**src/inc/ostm_consts.svh**
```systemverilog
`ifndef OSTM_CONSTS_SVH
`define OSTM_CONSTS_SVH
`define OSTM_ADDR_W 4
`define OSTM_OFF_COUNT 4'h0
`define OSTM_OFF_RELOAD 4'h4
`define OSTM_OFF_CTRL 4'h8
`define OSTM_OFF_SWI 4'hc
`define OSTM_BIT_ENABLE 0
`define OSTM_BIT_AUTO 1
`define OSTM_BIT_START 2
`define OSTM_BIT_DBG_EN 3
`define OSTM_BIT_FW_HALT 4
`define OSTM_ZERO32 32'h0000_0000
`define OSTM_ONE32 32'h0000_0001
`define OSTM_SWI_W 4
`endif

```
**src/inc/ostm_pkg.sv**
```systemverilog
package ostm_pkg;
    // Control register fields
    typedef struct packed {
        logic fw_halt;
        logic dbg_en;
        logic start;
        logic auto_reload;
        logic enable;
    } ostm_ctrl_s;
    // Register bus request
    typedef struct packed {
        logic [3:0] addr;
        logic [31:0] wdata;
        logic wr;
        logic rd;
    } ostm_req_s;
endpackage

```
**src/ostm_timer.sv**
```systemverilog
// Design decision made here: the strobed register port.
`timescale 1ns/1ns
`include "ostm_consts.svh"
module ostm_timer
    import ostm_pkg::*;
(
    input wire logic ref_clk,
    input wire logic rst_b,
    input wire ostm_req_s bus_req,
    output logic [31:0] rd_data,
    input wire logic debug_halt,
    input wire logic lp_req,
    output logic lp_grant,
    output logic tick_irq,
    output logic [`OSTM_SWI_W-1:0] soft_irq
);
    logic [31:0] count_q;
    logic [31:0] reload_q;
    ostm_ctrl_s ctrl_q;
    logic [31:0] rd_data_q;
    logic tick_q;
    logic [`OSTM_SWI_W-1:0] swi_q;
    logic wr_count, wr_reload, wr_ctrl, wr_swi;
    logic paused, running, terminal;
    ostm_ctrl_s wctrl;

    // Address decode
    assign wr_count = bus_req.wr && (bus_req.addr == `OSTM_OFF_COUNT);
    assign wr_reload = bus_req.wr && (bus_req.addr == `OSTM_OFF_RELOAD);
    assign wr_ctrl = bus_req.wr && (bus_req.addr == `OSTM_OFF_CTRL);
    assign wr_swi = bus_req.wr && (bus_req.addr == `OSTM_OFF_SWI);
    assign wctrl = bus_req.wdata[`OSTM_BIT_FW_HALT:`OSTM_BIT_ENABLE];

    // Freeze, run and terminal-count conditions
    assign paused = ctrl_q.fw_halt || (ctrl_q.dbg_en && debug_halt);
    assign running = ctrl_q.enable && ctrl_q.start && (count_q != `OSTM_ZERO32);
    assign terminal = running && !paused && (count_q == `OSTM_ONE32);

    // Control register
    always_ff @(posedge ref_clk) begin
        if (!rst_b) begin
            ctrl_q <= '0;
        end else if (wr_ctrl) begin
            if (!wctrl.enable) begin
                ctrl_q <= '0;
            end else begin
                ctrl_q <= wctrl;
                if (wctrl.start && reload_q == `OSTM_ZERO32) begin
                    ctrl_q.start <= 1'b0;
                end
            end
        end else if (!ctrl_q.enable) begin
            ctrl_q <= '0;
        end else if (terminal && !ctrl_q.auto_reload) begin
            ctrl_q.start <= 1'b0;
        end
    end

    // Reload register
    always_ff @(posedge ref_clk) begin
        if (!rst_b || !ctrl_q.enable) begin
            reload_q <= `OSTM_ZERO32;
        end else if (wr_reload) begin
            reload_q <= bus_req.wdata;
        end
    end

    // Down counter
    always_ff @(posedge ref_clk) begin
        if (!rst_b) begin
            count_q <= `OSTM_ZERO32;
        end else if (wr_ctrl) begin
            if (wctrl.enable && wctrl.start && !ctrl_q.start) begin
                count_q <= reload_q;
            end else if (!wctrl.enable || !wctrl.start) begin
                count_q <= `OSTM_ZERO32;
            end
        end else if (!ctrl_q.enable) begin
            count_q <= `OSTM_ZERO32;
        end else if (wr_count) begin
            count_q <= bus_req.wdata;
        end else if (terminal) begin
            count_q <= ctrl_q.auto_reload ? reload_q : `OSTM_ZERO32;
        end else if (running && !paused) begin
            count_q <= count_q - `OSTM_ONE32;
        end
    end

    // Tick event and software interrupt pulses
    always_ff @(posedge ref_clk) begin
        if (!rst_b) begin
            tick_q <= 1'b0;
            swi_q <= '0;
        end else begin
            tick_q <= terminal && !wr_ctrl;
            swi_q <= wr_swi ? bus_req.wdata[`OSTM_SWI_W-1:0] : '0;
        end
    end
    assign tick_irq = tick_q;
    assign soft_irq = swi_q;
    assign lp_grant = lp_req && !(ctrl_q.enable && ctrl_q.start);

    // Read data, valid the cycle after the strobe
    always_ff @(posedge ref_clk) begin
        if (!rst_b) begin
            rd_data_q <= `OSTM_ZERO32;
        end else if (bus_req.rd) begin
            unique case (bus_req.addr)
                `OSTM_OFF_COUNT: rd_data_q <= count_q;
                `OSTM_OFF_RELOAD: rd_data_q <= reload_q;
                `OSTM_OFF_CTRL: rd_data_q <= {27'h000_0000, ctrl_q};
                default: rd_data_q <= `OSTM_ZERO32;
            endcase
        end else begin
            rd_data_q <= `OSTM_ZERO32;
        end
    end
    assign rd_data = rd_data_q;

    // Properties sample on the timer clock and are off during reset, except p_reset_state, which checks the reset itself
    // Assertions: tick event
    property p_tick_from_one;
        @(posedge ref_clk) disable iff (!rst_b)
        tick_irq |-> $past(count_q) == `OSTM_ONE32;
    endproperty
    a_tick_from_one: assert property (p_tick_from_one) else $error("tick without 1-to-0 step");
    property p_tick_made;
        @(posedge ref_clk) disable iff (!rst_b)
        (terminal && !wr_ctrl) |=> tick_irq;
    endproperty
    a_tick_made: assert property (p_tick_made) else $error("1-to-0 step without tick");
    property p_tick_source;
        @(posedge ref_clk) disable iff (!rst_b)
        tick_irq |-> ($past(terminal) && !$past(wr_ctrl));
    endproperty
    a_tick_source: assert property (p_tick_source) else $error("tick without running count");
    property p_stop_quiet;
        @(posedge ref_clk) disable iff (!rst_b)
        wr_ctrl |=> !tick_irq;
    endproperty
    a_stop_quiet: assert property (p_stop_quiet) else $error("tick after control write");

    // Assertions: one-shot and continuous runs
    property p_oneshot_stop;
        @(posedge ref_clk) disable iff (!rst_b)
        (terminal && !ctrl_q.auto_reload && !bus_req.wr) |=> (count_q == `OSTM_ZERO32 && !ctrl_q.start);
    endproperty
    a_oneshot_stop: assert property (p_oneshot_stop) else $error("one-shot did not stop");
    property p_auto_reload;
        @(posedge ref_clk) disable iff (!rst_b)
        (terminal && ctrl_q.auto_reload && !bus_req.wr) |=> count_q == $past(reload_q);
    endproperty
    a_auto_reload: assert property (p_auto_reload) else $error("no auto reload");
    property p_load_start;
        @(posedge ref_clk) disable iff (!rst_b)
        (wr_ctrl && wctrl.enable && wctrl.start && !ctrl_q.start) |=> count_q == $past(reload_q);
    endproperty
    a_load_start: assert property (p_load_start) else $error("start did not load reload value");
    property p_start_set;
        @(posedge ref_clk) disable iff (!rst_b)
        (wr_ctrl && wctrl.enable && wctrl.start && reload_q != `OSTM_ZERO32) |=> ctrl_q.start;
    endproperty
    a_start_set: assert property (p_start_set) else $error("launch not taken");
    property p_start_zero;
        @(posedge ref_clk) disable iff (!rst_b)
        (wr_ctrl && wctrl.start && reload_q == `OSTM_ZERO32) |=> !ctrl_q.start;
    endproperty
    a_start_zero: assert property (p_start_zero) else $error("started with zero reload");
    property p_stop_clear;
        @(posedge ref_clk) disable iff (!rst_b)
        (wr_ctrl && !wctrl.start) |=> (count_q == `OSTM_ZERO32 && !ctrl_q.start);
    endproperty
    a_stop_clear: assert property (p_stop_clear) else $error("stop did not clear count");

    // Assertions: freezing, resuming and counting
    property p_pause_hold;
        @(posedge ref_clk) disable iff (!rst_b)
        (ctrl_q.fw_halt && !bus_req.wr) |=> $stable(count_q);
    endproperty
    a_pause_hold: assert property (p_pause_hold) else $error("count moved while paused");
    property p_dbg_hold;
        @(posedge ref_clk) disable iff (!rst_b)
        (ctrl_q.dbg_en && debug_halt && !bus_req.wr) |=> $stable(count_q);
    endproperty
    a_dbg_hold: assert property (p_dbg_hold) else $error("count moved in debug halt");
    property p_dbg_ignored;
        @(posedge ref_clk) disable iff (!rst_b)
        (!ctrl_q.dbg_en && !ctrl_q.fw_halt && running && count_q > `OSTM_ONE32 && !bus_req.wr)
            |=> count_q == $past(count_q) - `OSTM_ONE32;
    endproperty
    a_dbg_ignored: assert property (p_dbg_ignored) else $error("halt obeyed while not enabled");
    property p_resume;
        @(posedge ref_clk) disable iff (!rst_b)
        (ctrl_q.fw_halt && !bus_req.wr) |=> ctrl_q.start == $past(ctrl_q.start);
    endproperty
    a_resume: assert property (p_resume) else $error("pause lost the run");
    property p_decrement;
        @(posedge ref_clk) disable iff (!rst_b)
        (running && !paused && count_q > `OSTM_ONE32 && !bus_req.wr) |=> count_q == $past(count_q) - `OSTM_ONE32;
    endproperty
    a_decrement: assert property (p_decrement) else $error("no decrement");
    property p_hold_idle;
        @(posedge ref_clk) disable iff (!rst_b)
        (ctrl_q.enable && !ctrl_q.start && !bus_req.wr) |=> $stable(count_q);
    endproperty
    a_hold_idle: assert property (p_hold_idle) else $error("count moved while stopped");
    property p_count_step;
        @(posedge ref_clk) disable iff (!rst_b)
        (running && !paused && !bus_req.wr) |=> (count_q < $past(count_q) || count_q == $past(reload_q));
    endproperty
    a_count_step: assert property (p_count_step) else $error("count did not step down");

    // Assertions: registers, reset and disable
    property p_reload_hold;
        @(posedge ref_clk) disable iff (!rst_b)
        (ctrl_q.enable && !wr_reload) |=> $stable(reload_q);
    endproperty
    a_reload_hold: assert property (p_reload_hold) else $error("reload value moved");
    property p_reload_write;
        @(posedge ref_clk) disable iff (!rst_b)
        (wr_reload && ctrl_q.enable) |=> reload_q == $past(bus_req.wdata);
    endproperty
    a_reload_write: assert property (p_reload_write) else $error("reload write lost");
    property p_rd_reload;
        @(posedge ref_clk) disable iff (!rst_b)
        (bus_req.rd && bus_req.addr == `OSTM_OFF_RELOAD) |=> rd_data == $past(reload_q);
    endproperty
    a_rd_reload: assert property (p_rd_reload) else $error("reload read wrong");
    property p_count_write;
        @(posedge ref_clk) disable iff (!rst_b)
        (wr_count && ctrl_q.enable) |=> count_q == $past(bus_req.wdata);
    endproperty
    a_count_write: assert property (p_count_write) else $error("count write lost");
    property p_rd_count;
        @(posedge ref_clk) disable iff (!rst_b)
        (bus_req.rd && bus_req.addr == `OSTM_OFF_COUNT) |=> rd_data == $past(count_q);
    endproperty
    a_rd_count: assert property (p_rd_count) else $error("count read wrong");
    property p_rd_idle;
        @(posedge ref_clk) disable iff (!rst_b)
        !bus_req.rd |=> rd_data == `OSTM_ZERO32;
    endproperty
    a_rd_idle: assert property (p_rd_idle) else $error("read data without read");
    property p_disable;
        @(posedge ref_clk) disable iff (!rst_b)
        !ctrl_q.enable |=> ##1 (count_q == `OSTM_ZERO32 || bus_req.wr || $past(bus_req.wr));
    endproperty
    a_disable: assert property (p_disable) else $error("disabled count not cleared");
    property p_disable_regs;
        @(posedge ref_clk) disable iff (!rst_b)
        (!ctrl_q.enable && !bus_req.wr) |=> (reload_q == `OSTM_ZERO32 && count_q == `OSTM_ZERO32 && ctrl_q == '0);
    endproperty
    a_disable_regs: assert property (p_disable_regs) else $error("disabled registers not at default");
    property p_reset_state;
        @(posedge ref_clk)
        !rst_b |=> (count_q == `OSTM_ZERO32 && reload_q == `OSTM_ZERO32 && ctrl_q == '0 && !tick_irq);
    endproperty
    a_reset_state: assert property (p_reset_state) else $error("reset left state behind");

    // Assertions: side outputs
    property p_lp;
        @(posedge ref_clk) disable iff (!rst_b)
        lp_grant |-> !ctrl_q.start;
    endproperty
    a_lp: assert property (p_lp) else $error("low power granted while active");
    property p_lp_grant;
        @(posedge ref_clk) disable iff (!rst_b)
        (lp_req && !ctrl_q.start) |-> lp_grant;
    endproperty
    a_lp_grant: assert property (p_lp_grant) else $error("low power refused while inactive");
    property p_swi;
        @(posedge ref_clk) disable iff (!rst_b)
        wr_swi |=> soft_irq == $past(bus_req.wdata[`OSTM_SWI_W-1:0]);
    endproperty
    a_swi: assert property (p_swi) else $error("software interrupt lost");
    property p_swi_idle;
        @(posedge ref_clk) disable iff (!rst_b)
        !wr_swi |=> soft_irq == '0;
    endproperty
    a_swi_idle: assert property (p_swi_idle) else $error("software interrupt without write");

    // Main scenarios reached
    c_tick: cover property (@(posedge ref_clk) disable iff (!rst_b) tick_irq);
    c_reload: cover property (@(posedge ref_clk) disable iff (!rst_b) terminal && ctrl_q.auto_reload);
    c_pause: cover property (@(posedge ref_clk) disable iff (!rst_b) running && paused);
    c_oneshot: cover property (@(posedge ref_clk) disable iff (!rst_b) terminal && !ctrl_q.auto_reload);
endmodule

```
**config.mk**
```make
export PLATFORM = sky130hd
export DESIGN_NAME = ostm_timer
export DESIGN_NICKNAME = d
export VERILOG_FILES = /design/src/inc/ostm_pkg.sv /design/src/ostm_timer.sv
export VERILOG_INCLUDE_DIRS = /design/src /design/src/inc
export SDC_FILE = /design/constraint.sdc
export NUM_CORES = 1
export LEC_CHECK = 0
export BUFFER_PORTS_ARGS = -buffer_cell sky130_fd_sc_hd__buf_4
export CORE_MARGIN = 1
export CORE_UTILIZATION = 55
export CTS_CLUSTER_DIAMETER = 60
export DETAILED_ROUTE_END_ITERATION = 8
export PLACE_DENSITY = 0.75
export SETUP_SLACK_MARGIN = 0.3
export SLEW_MARGIN = 0
export SYNTH_ARGS = -nofsm -noshare
export SYNTH_HDL_FRONTEND = slang
export SYNTH_SLANG_ARGS = --single-unit
```
**constraint.sdc**
```tcl
create_clock -name ref_clk -period 3.35 [get_ports ref_clk]
set_clock_uncertainty 0.05 [all_clocks]
set_input_delay 0.335 -clock ref_clk [delete_from_list [all_inputs] [get_ports ref_clk]]
set_output_delay 0.335 -clock ref_clk [all_outputs]
set_load 0.03 [all_outputs]
```
* Word-level counts from Yosys, hierarchy flattened *
Index checks and enable logic that the tools add are counted.

operators by class
  add/sub/neg operators = 1
  equality and inequality tests = 8
  muxes and demuxes = 16
  reductions and logical operators = 33

operator list
  kind                   count
  $mux 32                8
  $pmux 32 s3            1
  $eq 32x1->1 const B    1
  $logic_not 32->1       1
  $reduce_bool 32->1     1
  $sub 32x1->32 const B  1
  $logic_and 1x1->1      15
  $mux 5                 2
  $logic_not 1->1        9
  $eq 4x4->1 const B     2
  $ne 3x1->1 const B     2
  $reduce_and 2->1       3
  $ne 5x1->1 const B     1
  $eq 4x3->1 const B     1
  $logic_not 4->1        1
  $mux 2                 2
  $logic_or 1x1->1       3
  $mux 1                 3
  $ne 2x1->1 const B     1

word-level totals
  register bits after elaboration = 106
  input bits = 42
  output and inout port bits = 38
  logic and storage cells = 68

* Longest topological paths before layout *
Gate-level depths: netlist of the first run.

  depth after elaboration = 9
  mapped depth = 9
  gate-level depth less buffers = 8

* Worst setup path before layout of the first run *
No wires, ideal clock.

  path kind = reg-to-reg
  from = reg count_q[18]
  to = reg count_q[10]
  library setup time = 0.133 ns
  arrival time = 2.407 ns
  required time = 3.167 ns
  path slack = 0.760 ns
  stages on the path, launching flop included = 8
  path buffers = 1
  clock period less this slack = 2.590 ns
  cell sequence = dfxtp_1 -> or4_4 -> or4_4 -> buf_6 -> nor2_1 -> a21oi_2 -> a221oi_1 -> o22ai_1

between the ends
  longest elaborated chain between the ends = 8
  elaborated cells on any way between the ends = 11
  classes of those cells = eq/ne (2); mux (4); reduce/logical (5)

ends and longest elaborated chain
  what                          line                                RTL
  from (decl)                   ostm_timer.sv:17                    logic [31:0] count_q;
  from (signal assigned)        ostm_timer.sv:71                    count_q <= `OSTM_ZERO32;
  from (signal assigned)        ostm_timer.sv:74                    count_q <= reload_q;
  from (signal assigned)        ostm_timer.sv:76                    count_q <= `OSTM_ZERO32;
  $reduce_bool 32->1 (no line)  --
  $logic_and 1x1->1             ostm_timer.sv:36                    assign running = ctrl_q.enable && ctrl_q.start && (count_q != `OSTM_ZERO32);
  $logic_and 1x1->1             ostm_timer.sv:37, ostm_timer.sv:84
  $logic_and 1x1->1             ostm_timer.sv:37                    assign terminal = running && !paused && (count_q == `OSTM_ONE32);
  $mux 32                       ostm_timer.sv:82                    end else if (terminal) begin
  $mux 32                       ostm_timer.sv:80                    end else if (wr_count) begin
  $mux 32                       ostm_timer.sv:78                    end else if (!ctrl_q.enable) begin
  $mux 32                       ostm_timer.sv:72                    end else if (wr_ctrl) begin

Parallel ways exist; a longest one is shown, timed or not.
A chain may end at the register's enable or synchronous reset.

* Final worst setup path of the first run *
  from = reg count_q[18]
  to = reg count_q[0]

The elaborated chain is that of the path after synthesis.

==> metrics.txt, run 1 <==
hold_buf cts=0; PortBufs=79; Post-DP Area=0.00620 mm2; vias=5,690; die height=101 um; sequential cell area fraction in the yosys report=39.2%; Resized cells post-CTS=0; Mapped Avg Cell Area=7.89 um2; synthesis warning total=0; CTS H-tree depth=3; Setup Fix Bufs, Post-CTS=0; gpl congestion=0.995; Slew HR=17.4%; Area Overhead vs Synth=18.4%; synthesized net count=730; first-pass GRT wire length=28.9 mm; Critical Path Source Type=register; dpl hpwl=13.0 mm; peak supply drop=248 uV; Finished Cell Area=0.00640 mm2; sequential cell fraction of total power=51.9%; antenna-violating nets left=0; Die Wd=101 um; Cell Pwr Density=385 mW/mm2; total power=2470 uW; core area=0.00937 mm2; Starting Density=57.7%; cell count after synthesis=686; Total Wirelength=18.4 mm; Yosys reg bits=106; P_leak=0.00229 uW; commonest cells after routing, fill and taps aside=108 x buf_4, 106 x dfxtp_1, 99 x nand2_1; Period Utilization, post-route=86.4%; I/O Pins=80; Worst Hold Class=primary input to register; Max Clock Freq=0.345 GHz; Clock Tree Buf Depth=2; clk root buf=clkbuf_8; Syn Std Cell Area=0.00541 mm2; Sw Ratio=27.1%; WL met2=8.45 mm; gr usage total=37.4%; total die area=0.0102 mm2; RSZ-0062 raised after global routing=no; initial DRC count=544; Clk pwr share=32.9%; status=finished, final reports clean; vias per inst=6.42; Synth cell types=59; Top Layer Used=met4; wire per inst=20.8 um; vias in the first global route=5,456; Fin Setup TNS=0 ns; Crit path required time=3.58 ns; leading cell type in the layout, fill and taps excluded=buf_4; Most used DFF post-synth=dfxtp_1; met3 WL post-DR=1.96 mm; largest net degree at the start of global routing=44; DR DRC count=0; Max FO, Critical Path=15; measured slew at the worst slew-check pin=1.24 ns; Clock transition at path regs=0.10 ns; Max Cap Violations=0; Worst Path Arrival=3.12 ns; Nets=796; wl on met1=7.42 mm; EDFF count, synth=0; crit path time final=2.89 ns; Initial DRT Pass Iterations=5; TritonCTS clock tree=yes; setup violators final=0; asr flop ratio synth=0%; Slew Viols, Final=0; Rows=35; internal power=1800 uW; CTS Buf Count=9; GRT overflow=0; final hold vios=0; Combinational Power Share=15.2%; Skew-Pair Late Insertion Delay=0.38 ns; Net Sw Power=669 uW; layout cells sized above 1=18.8%; critical path type=register to register; Sink Count=106; antenna violations before repair=0; number of diodes=0; CP Capture Type=register
## layout make-up
class | instances | area [um2]
multi-input cells | 520 | 3070
fillers | 821 | 2970
flip-flops and latches | 106 | 2120
repair buffers | 109 | 831
well taps | 129 | 161
clock buffers | 11 | 141
clock inverters | 5 | 60.1
inverters | 6 | 22.5
## cell usage after synthesis, types with 4 or more instances
master	count	share of area, %
or3_1	4	0.46
dfxtp_1	106	39
nand3_1	12	1.1
o21ai_0	43	4.0
mux2i_1	5	0.92
nor4_1	20	2.3
a21oi_1	58	5.4
xnor2_1	20	3.2
a221oi_1	13	2.1
nand4_1	11	1.3
o21ai_1	4	0.37
o211ai_1	7	0.97
and3_1	4	0.46
o22ai_1	6	0.69
and2_1	12	1.4
inv_1	6	0.42
nor2b_1	4	0.46
nand2_1	99	6.9
nor3_1	16	1.5
clkbuf_1	47	3.3
a41oi_1	4	0.65
o32ai_1	5	0.81
nand2b_1	4	0.46
a31oi_1	12	1.4
nor2_1	63	4.4
a22oi_1	38	5.3
xor2_1	9	1.5
## cells by family after synthesis
kind of cell	Yosys count	share of synthesized area, %
buffers and inverters	60	4.62
and+or+nand+nor	273	24.9
muxes	6	1.13
AOI/OAI and AO/OA	210	25.0
DFF	106	39.2
xor gates and xnor gates	29	4.69
adders and majority gates	2	0.462
## worst paths after layout
kind                            slack, ns                        end                      start  cells past startpoint
worst max-delay path                 0.46    count_q[0]$_SDFFE_PN0P_   count_q[18]$_SDFFE_PN0P_                      7
worst min-delay path                 0.15     soft_irq[3]$_SDFF_PN0_                 bus_req[5]                      2
worst max register to register       0.46    count_q[0]$_SDFFE_PN0P_   count_q[18]$_SDFFE_PN0P_                      7
worst min register to register       0.45  reload_q[12]$_SDFFE_PP0P_  reload_q[12]$_SDFFE_PP0P_                      2
## power groups by stage
stage	logic (uW)	registers, uW	clock network, uW
after detailed placement	366	1310	0
after global routing	407	1280	870
after floorplan	249	1300	0
after CTS	368	1280	825
after global placement	364	1310	0
final	375	1280	811
## state kept, by name, summed over array words and instances (netlist names)
| signal | flops |
|---|---|
| count_q | 32 |
| ctrl_q | 5 |
| rd_data | 32 |
| reload_q | 32 |
| soft_irq | 4 |
| tick_irq | 1 |
## through the flow
step	hold WS (ns)	setup WS [ns]	instances	utilization, %
after floorplan	0.407	0.760	686	-
after global placement	0.424	0.549	870	66.2
after detailed placement	0.428	0.390	870	66.2
after CTS	0.141	0.379	886	68.3
after global routing	0.151	0.294	886	68.3
final	0.151	0.455	886	68.3
## metal layers
metal  global-route usage, %  up-vias
li1                        -     2650
met1                    47.4     2648
met2                    61.1      339
met3                    8.28       53
met4                    17.2        0
met5                       0        -
## worst max-delay path: stages, from the launching register on
cell and delay, ns:
dfxtp_1 0.38, or4_4 0.59, or4_4 0.54, nor4_1 0.36, nand2b_2 0.29, buf_4 0.26, a22oi_1 0.13, o32ai_1 0.18
Note: power is estimated with default switching activity, not from simulation.
==> run 2: changes to the inputs <==
- CORE_ASPECT_RATIO: default -> 1.5
- GPL_TIMING_DRIVEN: default -> 0
==> run 2 against run 1 <==
  * Hold slack better by 0.011 ns
  * Sequential cell count unchanged
  * Clock-buffer cell count unchanged
  * Combinational power up 7.5%
  * Register-to-register slack worse by 0.12 ns
  * Critical path type unchanged
==> metrics.txt, run 2 (same netlist as run 1, synthesis figures left out) <==
status=finished, final reports clean; Sink Count=106 (unchanged); Clock Tree Buf Depth=2 (unchanged); area occupied by multi-input gates=0.00311 mm2 (+1.3%); crit path time final=3.02 ns (+0.125 ns); vias in the first global route=5,766 (+5.7%); Combinational Power Share=14.3% (-0.9 points); Net Sw Power=760 uW (+14%); wire per inst=23.5 um (+13%); initial DRC count=689 (+27%); Nets=820 (+3.0%); Area Overhead vs Synth=21.0%; Max Cap Violations=0 (unchanged); Skew-Pair Late Insertion Delay=0.35 ns (-0.03 ns); gpl congestion=1.01 (+2.0%); antenna violations before repair=0 (unchanged); PortBufs=79 (unchanged); P_leak=0.00233 uW (+1.5%); DR DRC count=0 (unchanged); first-pass GRT wire length=31.5 mm (+8.9%); setup violators final=0 (unchanged); clk root buf=clkbuf_16; Critical Path Source Type=register; gr usage total=40.7% (+3.2 points); Final Util=67.9% (-0.40 points); Fin Setup TNS=0 ns (unchanged); critical path type=register to register; Worst Hold Class=primary input to register; leading cell type in the layout, fill and taps excluded=dfxtp_1; flop2flop setup slack=0.33 ns (-0.12 ns); Total Wirelength=21.1 mm (+14%); commonest cells after routing, fill and taps aside=106 x dfxtp_1, 98 x nand2_1, 79 x buf_4; TritonCTS clock tree=yes; hold_buf cts=0 (unchanged); CTS Buf Count=9 (unchanged); GRT overflow=0 (unchanged); Worst Path Arrival=3.20 ns (+0.08 ns); largest net degree at the start of global routing=19 (-57%); Period Utilization, post-route=90.1% (+3.7 points); Hold Path Depth=2 (unchanged); layout cells sized above 1=16.3% (-2.5 points); Min Hold Slack=0.162 ns (+0.0111 ns); peak supply drop=290 uV (+17%); Rows=44 (+26%); antenna-violating nets left=0 (unchanged); vias per inst=6.85 (+6.7%); die height=123 um (+22%); vias=6,139 (+7.9%); sequential cell fraction of total power=45.3% (-6.6 points); Crit path required time=3.53 ns (-0.05 ns); CP Capture Type=register; fill cell count=859 (+4.6%); Initial DRT Pass Iterations=5 (unchanged); Top Layer Used=met4; CTS H-tree depth=3 (unchanged); Sw Ratio=26.9% (-0.18 points); Starting Density=56.2% (-1.6 points); sequential standard cell area=0.00212 mm2 (unchanged); WL met2=9.83 mm (+16%); dpl hpwl=15.2 mm (+17%); core area=0.00963 mm2 (+2.8%); Clk pwr share=40.5% (+7.6 points); total die area=0.0102 mm2 (about the same); I/O Pins=80 (unchanged); Cell Pwr Density=431 mW/mm2 (+12%); FF-to-FF path depth=7 (unchanged); number of diodes=0 (unchanged); Clock transition at path regs=0.07 ns (-0.03 ns); internal power=2060 uW (+15%); measured slew at the worst slew-check pin=1.13 ns (-0.103 ns); Slew Viols, Final=0 (unchanged); Max FO, Critical Path=10 (-5); Max Clock Freq=0.331 GHz (-4.1%); Slew HR=24.5% (+7.1 points); wl on met1=7.60 mm (+2.4%); final hold vios=0 (unchanged); met3 WL post-DR=2.08 mm (+6.0%); RSZ-0062 raised after global routing=yes; Die Wd=83.0 um (-18%)
==> run 2: cell types whose count changed in the layout (fill, tap and decap cells not counted), moves of 2 or more <==
cell / change
clkbuf_1: +39
buf_4: -29
clkbuf_16: +9
clkbuf_8: -8
clkbuf_2: +7
buf_6: +3
nor4_2: -3
nor4_4: +3
buf_1: +2
buf_2: +2
inv_8: +2
nor3_1: -2
==> run 2: path summary, 6_finish.rpt <==
path	startpoint	to
max	count_q[18]$_SDFFE_PN0P_	count_q[27]$_SDFFE_PN0P_
max reg2reg	count_q[18]$_SDFFE_PN0P_	count_q[27]$_SDFFE_PN0P_
min reg2reg	reload_q[21]$_SDFFE_PP0P_	reload_q[21]$_SDFFE_PP0P_
min	bus_req[5]	soft_irq[3]$_SDFF_PN0_
==> run 2: critical path: stages, from the launching register on <==
cell,delay (ns)
dfxtp_1,0.38
or4_4,0.61
or4_4,0.50
buf_6,0.15
nor2_2,0.34
a21oi_2,0.30
a221oi_1,0.41
o21ai_0,0.15
==> run 2: through the flow <==
step	cells	cell area [um2]	total power, uW	setup WS (ns)
floorplan	686	5410	1550	0.760
CTS	896	6510	2800	0.310
finish	896	6550	2820	0.331
global route	896	6550	2880	0.295
detailed placement	880	6150	1680	-0.264
global placement	880	6150	1680	-0.385
==> run 2: layout make-up <==
cell class,count,share of cell area [%]
tap,115,2.20
inverter,6,0.344
sequential,106,32.4
clock buffer,11,3.86
timing repair buffer,79,9.06
clock inverter,5,1.05
buffer,54,3.61
multi-input combinational,520,47.5
==> run 2: routing by layer <==
metal,vias up,global-route usage [%]
met5,-,0
met4,0,32.2
met3,130,8.21
met2,469,66.0
met1,2847,47.0
li1,2693,-
==> run 2: power groups by stage <==
stage                     Sequential [uW]  Clock (uW)  Combinational [uW]
after floorplan                      1300           0                 249
after global placement               1310           0                 374
after detailed placement             1310           0                 377
after CTS                            1280        1140                 388
after global routing                 1280        1180                 424
final                                1280        1140                 403
==> run 2: what timing repair did <==
action                                  in CTS  in global routing
resized for setup                            9                 13
pin swaps                                    0                  1
endpoints found under the setup margin      25                 40
buffers inserted                             0                  0
